`src/inc/mlfr_pkg.sv`:
```
package mlfr_pkg;
  // Clock rate and retry time base
  localparam int CLK_MHZ = 125; // System clock rate
  localparam int HALF_SEC_MS = 500; // Shortest retry interval, ms
  localparam int HALF_SEC_CYCLES = HALF_SEC_MS * 1000 * CLK_MHZ; // Cycles per 500 ms
  localparam int TIMER_W = 26; // Holds HALF_SEC_CYCLES
  localparam int TICK_W = 5; // Half-second ticks, up to 28

  // Configuration word layout
  localparam int INTERVAL_LSB = 7; // Retry interval field, bits 10..7
  localparam int SELECT_LSB = 3; // Stall response field, bits 6..3
  localparam int FIELD_W = 4; // Both fields are four bits
  localparam logic [31:0] CFG_RESET = 32'h0000_0000; // Value after reset
  localparam logic [31:0] CFG_MASK = 32'h0000_07f8; // Implemented bits

  // Stall response codes
  localparam logic [3:0] SEL_LATCH_HIZ = 4'h0;
  localparam logic [3:0] SEL_LATCH_RECIRC = 4'h1;
  localparam logic [3:0] SEL_LATCH_HSB = 4'h2;
  localparam logic [3:0] SEL_LATCH_LSB = 4'h3;
  localparam logic [3:0] SEL_RETRY_HIZ = 4'h4;
  localparam logic [3:0] SEL_RETRY_RECIRC = 4'h5;
  localparam logic [3:0] SEL_RETRY_HSB = 4'h6;
  localparam logic [3:0] SEL_RETRY_LSB = 4'h7;
  localparam logic [3:0] SEL_REPORT = 4'h8;

  // Interval codes with a special meaning
  localparam logic [3:0] IVL_HALF_SEC = 4'h1; // Codes 0 and 1 give one tick

  // Command to the output stage
  typedef enum logic [2:0] {
    DRV_NORMAL,
    DRV_HIZ,
    DRV_RECIRC,
    DRV_HS_BRAKE,
    DRV_LS_BRAKE
  } mlfr_drive_t;

  // Status bundle
  typedef struct packed {
    logic fault; // Fault active
    logic latched; // Fault latched, needs clear
    logic retrying; // Waiting out a retry interval
    logic reporting; // Report-only fault
  } mlfr_status_t;
endpackage : mlfr_pkg

```
`src/verilog/mlfr_retry_timer.sv`:
```
`timescale 1ns/1ns
module mlfr_retry_timer
  import mlfr_pkg::*;
#(
  parameter int HALF_CYC = HALF_SEC_CYCLES // Cycles per half-second tick
) (
  input wire logic clk, // System clock
  input wire logic reset_n, // Async reset, low
  input wire logic start, // Restart the interval
  input wire logic [TICK_W-1:0] ticks, // Half-second ticks to wait
  output logic done // One-cycle pulse at expiry
);
  logic [TIMER_W-1:0] pre_ff; // Prescaler within one tick
  logic [TICK_W-1:0] left_ff; // Ticks still to wait
  logic run_ff; // Interval in progress
  logic tick; // Prescaler wrap

  localparam logic [TIMER_W-1:0] PRE_LAST = TIMER_W'(HALF_CYC - 1);

  assign tick = run_ff && (pre_ff == PRE_LAST);

  // Prescaler; restarts so every interval is whole
  always_ff @(posedge clk or negedge reset_n)
  begin
    if (!reset_n)
      pre_ff <= '0;
    else if (start || tick)
      pre_ff <= '0;
    else if (run_ff)
      pre_ff <= pre_ff + 1'b1;
  end

  // Tick countdown and done pulse
  always_ff @(posedge clk or negedge reset_n)
  begin
    if (!reset_n)
    begin
      left_ff <= '0;
      run_ff <= 1'b0;
      done <= 1'b0;
    end
    else
    begin
      done <= 1'b0;
      if (start)
      begin
        left_ff <= ticks;
        run_ff <= 1'b1;
      end
      else if (tick)
      begin
        left_ff <= left_ff - 1'b1;
        if (left_ff == TICK_W'(1))
        begin
          run_ff <= 1'b0;
          done <= 1'b1;
        end
      end
    end
  end
endmodule : mlfr_retry_timer

```
`src/verilog/mlfr_top.sv`:
```
`timescale 1ns/1ns
// What this block does
// - Retry interval field in bits 10..7
// - Code 0: latch, fault low, tristate
// - Code 1: latch, fault low, recirculate
// - Code 2: latch, fault low, high-side brake
// - Code 3: latch, fault low, low-side brake
// - Code 4: tristate, auto-clear, latch past limit
// - Code 5: as code 4, recirculating
// - Code 6: high-side brake, auto-clear up to limit
// - Code 7: low-side brake, auto-clear, latch past limit
// - Code 8: report only, stage unchanged
// - Codes 9 to F: detection disabled
module mlfr_top
  import mlfr_pkg::*;
#(
  parameter int HALF_CYC = HALF_SEC_CYCLES, // Cycles per 500 ms
  parameter int LIMIT_W = 3 // Width of the retry limit
) (
  input wire logic CLK, // System clock, 125 MHz
  input wire logic RESET_N, // Async reset, low
  input wire logic CFG_WR, // Config write strobe
  input wire logic [31:0] CFG_WDATA, // Config write data
  output logic [31:0] CFG_RDATA, // Config read-back
  input wire logic [LIMIT_W-1:0] RETRY_LIMIT, // Retries allowed before latching
  input wire logic LOCK_DET, // Motor lock detected, level
  input wire logic FAULT_CLR, // Clears a latched fault, pulse
  output logic FAULT_IND_N, // Fault indicator, low active
  output mlfr_drive_t DRIVE_CMD, // Output stage command
  output mlfr_status_t STATUS, // Fault status bundle
  output logic [LIMIT_W-1:0] RETRY_COUNT // Retries taken so far
);
  typedef enum logic [1:0] {ST_IDLE, ST_RETRY, ST_LATCHED, ST_REPORT} mlfr_state_t;

  logic [31:0] cfg_ff; // Configuration register
  logic [FIELD_W-1:0] lock_retry_interval; // Interval code
  logic [FIELD_W-1:0] stall_response_select; // Response code
  mlfr_state_t state_ff, nxt_state; // Response state
  mlfr_drive_t act_ff, nxt_act; // Stage action held while faulted
  mlfr_drive_t mode_act; // Action for current code
  logic [LIMIT_W-1:0] cnt_ff; // Retry counter
  logic [TICK_W-1:0] ticks; // Interval in half seconds
  logic start; // Launch interval timer
  logic done; // Interval elapsed
  logic is_latch, is_retry, is_report; // Code classes
  logic fault_n_ff; // Registered indicator

  assign lock_retry_interval = cfg_ff[INTERVAL_LSB +: FIELD_W];
  assign stall_response_select = cfg_ff[SELECT_LSB +: FIELD_W];

  // Config register; only the two fields are kept
  always_ff @(posedge CLK or negedge RESET_N)
  begin
    if (!RESET_N)
      cfg_ff <= CFG_RESET;
    else if (CFG_WR)
      cfg_ff <= CFG_WDATA & CFG_MASK;
  end

  assign CFG_RDATA = cfg_ff;

  // Code 0 is reserved; it behaves as 500 ms rather than zero time
  always_comb
  begin
    if (lock_retry_interval <= IVL_HALF_SEC)
      ticks = TICK_W'(1);
    else
      ticks = {lock_retry_interval - 4'h1, 1'b0};
  end

  // Classify the code; everything above 8 is disabled
  assign is_latch = (stall_response_select <= SEL_LATCH_LSB);
  assign is_retry = (stall_response_select >= SEL_RETRY_HIZ)
                 && (stall_response_select <= SEL_RETRY_LSB);
  assign is_report = (stall_response_select == SEL_REPORT);

  // Stage action picked by the code
  always_comb
  begin
    case (stall_response_select)
      SEL_LATCH_HIZ, SEL_RETRY_HIZ: mode_act = DRV_HIZ;
      SEL_LATCH_RECIRC, SEL_RETRY_RECIRC: mode_act = DRV_RECIRC;
      SEL_LATCH_HSB, SEL_RETRY_HSB: mode_act = DRV_HS_BRAKE;
      SEL_LATCH_LSB, SEL_RETRY_LSB: mode_act = DRV_LS_BRAKE;
      default: mode_act = DRV_NORMAL;
    endcase
  end

  // Response state machine
  always_comb
  begin
    nxt_state = state_ff;
    nxt_act = act_ff;
    start = 1'b0;
    case (state_ff)
      ST_IDLE:
      begin
        if (LOCK_DET && is_latch)
        begin
          nxt_state = ST_LATCHED;
          nxt_act = mode_act;
        end
        else if (LOCK_DET && is_retry)
        begin
          nxt_state = ST_RETRY;
          nxt_act = mode_act;
          start = 1'b1;
        end
        else if (LOCK_DET && is_report)
          nxt_state = ST_REPORT;
      end
      ST_RETRY:
      begin
        // Past the limit the fault latches with the same stage action
        if (done && (cnt_ff >= RETRY_LIMIT))
          nxt_state = ST_LATCHED;
        else if (done)
        begin
          nxt_state = ST_IDLE;
          nxt_act = DRV_NORMAL;
        end
      end
      ST_LATCHED:
      begin
        if (FAULT_CLR)
        begin
          nxt_state = ST_IDLE;
          nxt_act = DRV_NORMAL;
        end
      end
      ST_REPORT:
      begin
        // Report lasts while the lock persists and the code stays 8
        if (!LOCK_DET || !is_report)
          nxt_state = ST_IDLE;
      end
      default:
      begin
        nxt_state = ST_IDLE;
        nxt_act = DRV_NORMAL;
      end
    endcase
  end

  // State and action registers
  always_ff @(posedge CLK or negedge RESET_N)
  begin
    if (!RESET_N)
    begin
      state_ff <= ST_IDLE;
      act_ff <= DRV_NORMAL;
    end
    else
    begin
      state_ff <= nxt_state;
      act_ff <= nxt_act;
    end
  end

  // Retry counter; a clear outside a retry interval restarts the budget
  always_ff @(posedge CLK or negedge RESET_N)
  begin
    if (!RESET_N)
      cnt_ff <= '0;
    else if (FAULT_CLR && state_ff != ST_RETRY)
      cnt_ff <= '0;
    else if (state_ff == ST_RETRY && done && cnt_ff < RETRY_LIMIT)
      cnt_ff <= cnt_ff + 1'b1;
  end

  // Indicator from the next state so it tracks the stage command
  always_ff @(posedge CLK or negedge RESET_N)
  begin
    if (!RESET_N)
      fault_n_ff <= 1'b1;
    else
      fault_n_ff <= (nxt_state == ST_IDLE);
  end

  mlfr_retry_timer #(
    .HALF_CYC(HALF_CYC)
  ) u_timer (
    .clk(CLK),
    .reset_n(RESET_N),
    .start(start),
    .ticks(ticks),
    .done(done)
  );

  assign FAULT_IND_N = fault_n_ff;
  assign DRIVE_CMD = act_ff;
  assign RETRY_COUNT = cnt_ff;
  assign STATUS = '{fault: !fault_n_ff, latched: state_ff == ST_LATCHED,
                    retrying: state_ff == ST_RETRY, reporting: state_ff == ST_REPORT};

  // Checks
  property p_latch_modes;
    @(posedge CLK) disable iff (!RESET_N)
      (state_ff == ST_IDLE && LOCK_DET && is_latch) |=> (state_ff == ST_LATCHED && !FAULT_IND_N);
  endproperty
  a_latch_modes: assert property (p_latch_modes) else $error("latch code did not latch");

  property p_hiz;
    @(posedge CLK) disable iff (!RESET_N)
      (state_ff == ST_IDLE && LOCK_DET && stall_response_select == SEL_LATCH_HIZ)
      |=> DRIVE_CMD == DRV_HIZ;
  endproperty
  a_hiz: assert property (p_hiz) else $error("code 0 not tristated");

  property p_recirc;
    @(posedge CLK) disable iff (!RESET_N)
      (state_ff == ST_IDLE && LOCK_DET && stall_response_select == SEL_RETRY_RECIRC)
      |=> (DRIVE_CMD == DRV_RECIRC) throughout (state_ff == ST_RETRY)[*2];
  endproperty
  a_recirc: assert property (p_recirc) else $error("code 5 not recirculating");

  property p_hsb;
    @(posedge CLK) disable iff (!RESET_N)
      (state_ff == ST_IDLE && LOCK_DET && stall_response_select == SEL_LATCH_HSB)
      |=> DRIVE_CMD == DRV_HS_BRAKE;
  endproperty
  a_hsb: assert property (p_hsb) else $error("code 2 not braking high");

  property p_lsb;
    @(posedge CLK) disable iff (!RESET_N)
      (state_ff == ST_RETRY && act_ff == DRV_LS_BRAKE && done && cnt_ff >= RETRY_LIMIT)
      |=> (state_ff == ST_LATCHED && DRIVE_CMD == DRV_LS_BRAKE);
  endproperty
  a_lsb: assert property (p_lsb) else $error("code 7 did not latch braking");

  property p_auto_clear;
    @(posedge CLK) disable iff (!RESET_N)
      (state_ff == ST_RETRY && done && cnt_ff < RETRY_LIMIT)
      |=> (FAULT_IND_N && RETRY_COUNT == $past(cnt_ff) + 1'b1);
  endproperty
  a_auto_clear: assert property (p_auto_clear) else $error("retry did not auto-clear");

  property p_report;
    @(posedge CLK) disable iff (!RESET_N)
      (state_ff == ST_IDLE && LOCK_DET && is_report)
      |=> (!FAULT_IND_N && DRIVE_CMD == DRV_NORMAL);
  endproperty
  a_report: assert property (p_report) else $error("report mode acted on stage");

  property p_disabled;
    @(posedge CLK) disable iff (!RESET_N)
      (state_ff == ST_IDLE && stall_response_select > SEL_REPORT) |=> FAULT_IND_N;
  endproperty
  a_disabled: assert property (p_disabled) else $error("disabled code raised fault");

  property p_fields;
    @(posedge CLK) disable iff (!RESET_N)
      CFG_WR |=> (stall_response_select == $past(CFG_WDATA[6:3])
                  && lock_retry_interval == $past(CFG_WDATA[10:7]));
  endproperty
  a_fields: assert property (p_fields) else $error("config fields misplaced");

  c_latched: cover property (@(posedge CLK) disable iff (!RESET_N) state_ff == ST_LATCHED);
  c_retry_ok: cover property (@(posedge CLK) disable iff (!RESET_N)
    state_ff == ST_RETRY && done && cnt_ff < RETRY_LIMIT);
  c_report: cover property (@(posedge CLK) disable iff (!RESET_N) state_ff == ST_REPORT);
endmodule : mlfr_top

```
`config.mk`:
```
export PLATFORM = sky130hd
export DESIGN_NAME = mlfr_top
export DESIGN_NICKNAME = d
export VERILOG_FILES = /design/src/inc/mlfr_pkg.sv /design/src/verilog/mlfr_retry_timer.sv /design/src/verilog/mlfr_top.sv
export SDC_FILE = /design/constraint.sdc
export NUM_CORES = 1
export LEC_CHECK = 0
export ABC_AREA = 1
export BUFFER_PORTS_ARGS = -buffer_cell sky130_fd_sc_hd__buf_2
export CAP_MARGIN = 20
export CORE_MARGIN = 3
export CORE_UTILIZATION = 50
export CTS_CLUSTER_SIZE = 30
export DETAILED_ROUTE_END_ITERATION = 8
export GPL_TIMING_DRIVEN = 0
export PLACE_DENSITY = 0.81
export SKIP_LAST_GASP = 1
export SYNTH_ARGS = -nofsm -noshare
export SYNTH_HDL_FRONTEND = slang
export SYNTH_SLANG_ARGS = --single-unit
```
`constraint.sdc`:
```
create_clock -name CLK -period 1.68 [get_ports CLK]
set_input_delay 0.084 -clock CLK [delete_from_list [all_inputs] [get_ports CLK]]
set_output_delay 0.084 -clock CLK [all_outputs]
set_load 0.05 [all_outputs]
```
==> metrics.txt <==
ranking of synthesized cells by area=dfrtp_1, nand2_1, inv_1, nor2_1, ha_1; worst vdd ir=between 0.8 and 0.9 mV; asr flop ratio synth=100%; CTS H-tree depth=2; Worst setup SP type=flip-flop; DIE AREA=7480 µm²; layout cell share with drive strength beyond 1=slightly below 20%; chip width=86.5 µm; post-synth top area share=37.8%; crit path max fanout=6; antenna viol nets, final=0; row count=28; worst min path class=input pin to flip-flop; routed vias=2909; final setup TNS=0 ns; clk root buf=clkbuf_8; top cells by count, synth=nand2_1, inv_1, nor2_1; Required @ worst endpoint=1.90 ns; initial drt markers=189; dominant synthesized flop cell=dfrtp_1; Worst-Margin Slew=0.512 ns; Ys Warns=0; Fmax=604 MHz; DR pass1 iterations=4; worst skew pair latency=roughly 0.32 ns; routed len/inst=12.5 µm; Critical Path AT=roughly 1.9 ns; GPL Wtd Cong=0.883; WS Path Type=flip-flop to flip-flop; slew margin rel.=between 60% and 70%; Bufs on Longest Clock Path=2; Final setup viols=0; initial antenna violation count=0; sequential cell area fraction in the yosys report=between 30% and 40%; Congestion Overflow GR=0; boundary pin count=83; worst hold slack=0.0670 ns; MaxCap Viol Count=0; pwr/cell area=between 1000 and 1500 nW/µm²; cell accounting for the most synthesized area=dfrtp_1; Final Power=4.14 mW; synth-to-layout area growth=19.3%; final worst path period share=a little over nine tenths; Setup crit end kind=flip-flop; PortBufs=34; # nets final=572; Mapped Avg Cell Area=7.40 µm²; GRT Util Overall=20.6%; vias in the first global route=2768; DRC viols=0; Detailed Place HPWL=between 5000 and 6000 µm; Die Ht=86.5 µm; EDFF count, synth=0; Distinct cells, synth=35; core area=6100 µm²; first-pass GRT wire length=12300 µm; Total Wirelength=7410 µm; Reg clk slew, reported paths=about 0.11 ns; Slew Viols, Final=0; clk_skew=0.0128 ns; RSZ-0062 raised after global routing=yes; CTS tree=built; largest net degree at the start of global routing=51; status=finished, final reports clean; clock buffer count from CTS=5; DR vias/cell=a little under 5; min Tclk post-route=around 1.7 ns; most common cell in the synthesized netlist=nand2_1; Cell Area, Synth=3240 µm²; leakage power=between 2 and 2.5 nW; Sink Count=50; Fin. Hold Viols=0; Synth Instances=438; Initial Util=a little over half; # diodes=0; Seq cells post-synth=50
-- registers in the layout (all words and copies together), names as in the netlist --
name,cells
u_timer.left_ff,5
u_timer.pre_ff,26
u_timer.done,1
FAULT_IND_N,1
RETRY_COUNT,3
DRIVE_CMD,3
CFG_RDATA,8
u_timer.run_ff,1
state_ff,2
-- power by group --
part / switching (mW) / total (mW) / internal, mW
Clock: 0.474 / 0.786 / 0.313
Combinational: 1.18 / 1.75 / 0.567
Sequential: 0.179 / 1.60 / 1.43
-- critical path: stages (launching register included) --
cell,delay (ns)
dfrtp_1,0.39
inv_1,0.11
ha_1,0.26
nand2_1,0.08
o21ai_0,0.13
nor3b_1,0.26
nand2_1,0.16
nand2_1,0.08
o21ai_0,0.07
-- routing by layer --
metal	GRT usage (%)	part of all wire (%)	wire length, µm
met5	0	0	0
met4	8.92	2.2	165
met1	25.5	44	3230
met3	3.42	4.8	355
met2	35.3	49	3660
-- per-stage QoR --
stage                     worst slack (ns)  std cells  cell area [µm²]  utilization, %
after floorplan                    0.00529        461             3330               -
after global placement               0.115        570             3590            58.9
after detailed placement            0.0412        570             3590            58.9
after CTS                           0.0153        587             3780            62.0
after global routing                -0.115        592             3870            63.4
final                               0.0254        592             3870            63.4
-- kinds of logic after synthesis --
logic type	after synthesis	synth area share, %
AO/OA/AOI/OAI	37	6.06
XOR/XNOR	10	2.70
adder cells (fa/ha/maj)	16	6.18
buffers and inverters	90	13.7
flip-flops	50	38.6
multiplexers	2	0.695
other	1	0.116
AND/OR/NAND/NOR	232	31.9
-- final cells by class --
type	count	area, µm²
sequential	50	1250
clock inverter	3	28.8
timing repair buffer	48	315
fill	517	2230
multi-input combinational	321	1660
tap	75	93.8
inverter	60	225
buffer	30	223
clock buffer	5	68.8
-- repair_timing --
action	CTS	global route
gates resized for setup	0	7
hold buffers	9	2
setup endpoints to repair	0	27
setup buffers	0	2
hold endpoints to repair	7	22
-- placed cells by master, fill, tap and decap left out, drive strengths merged, types with 2 or more instances in the layout --
master / n
nand3: 30
nor3: 6
xor2: 9
nor3b: 3
mux2: 2
o21ai: 21
clkbuf: 6
nand2: 110
buf: 66
nand4: 13
dlygate4sd3: 11
a21oi: 12
nor2: 68
conb: 24
dfrtp: 49
ha: 16
inv: 62
o22ai: 2
-- worst paths after layout --
kind / from / slack [ns] / endpoint / cells past startpoint
max: state_ff[1]$_DFF_PN0_ / 0.03 / DRIVE_CMD[0]$_DFFE_PN0P_ / 8
min in group asynchronous: RESET_N / 0.26 / u_timer.pre_ff[9]$_DFFE_PN0P_ / 2
max reg2reg: state_ff[1]$_DFF_PN0_ / 0.03 / DRIVE_CMD[0]$_DFFE_PN0P_ / 8
min reg2reg: u_timer.left_ff[1]$_DFFE_PN0N_ / 0.50 / u_timer.left_ff[1]$_DFFE_PN0N_ / 2
max in group asynchronous: RESET_N / 0.82 / FAULT_IND_N$_DFF_PN1_ / 3
min: FAULT_CLR / 0.07 / RETRY_COUNT[2]$_DFFE_PN0P_ / 4
(Power assumes the default switching activity.)
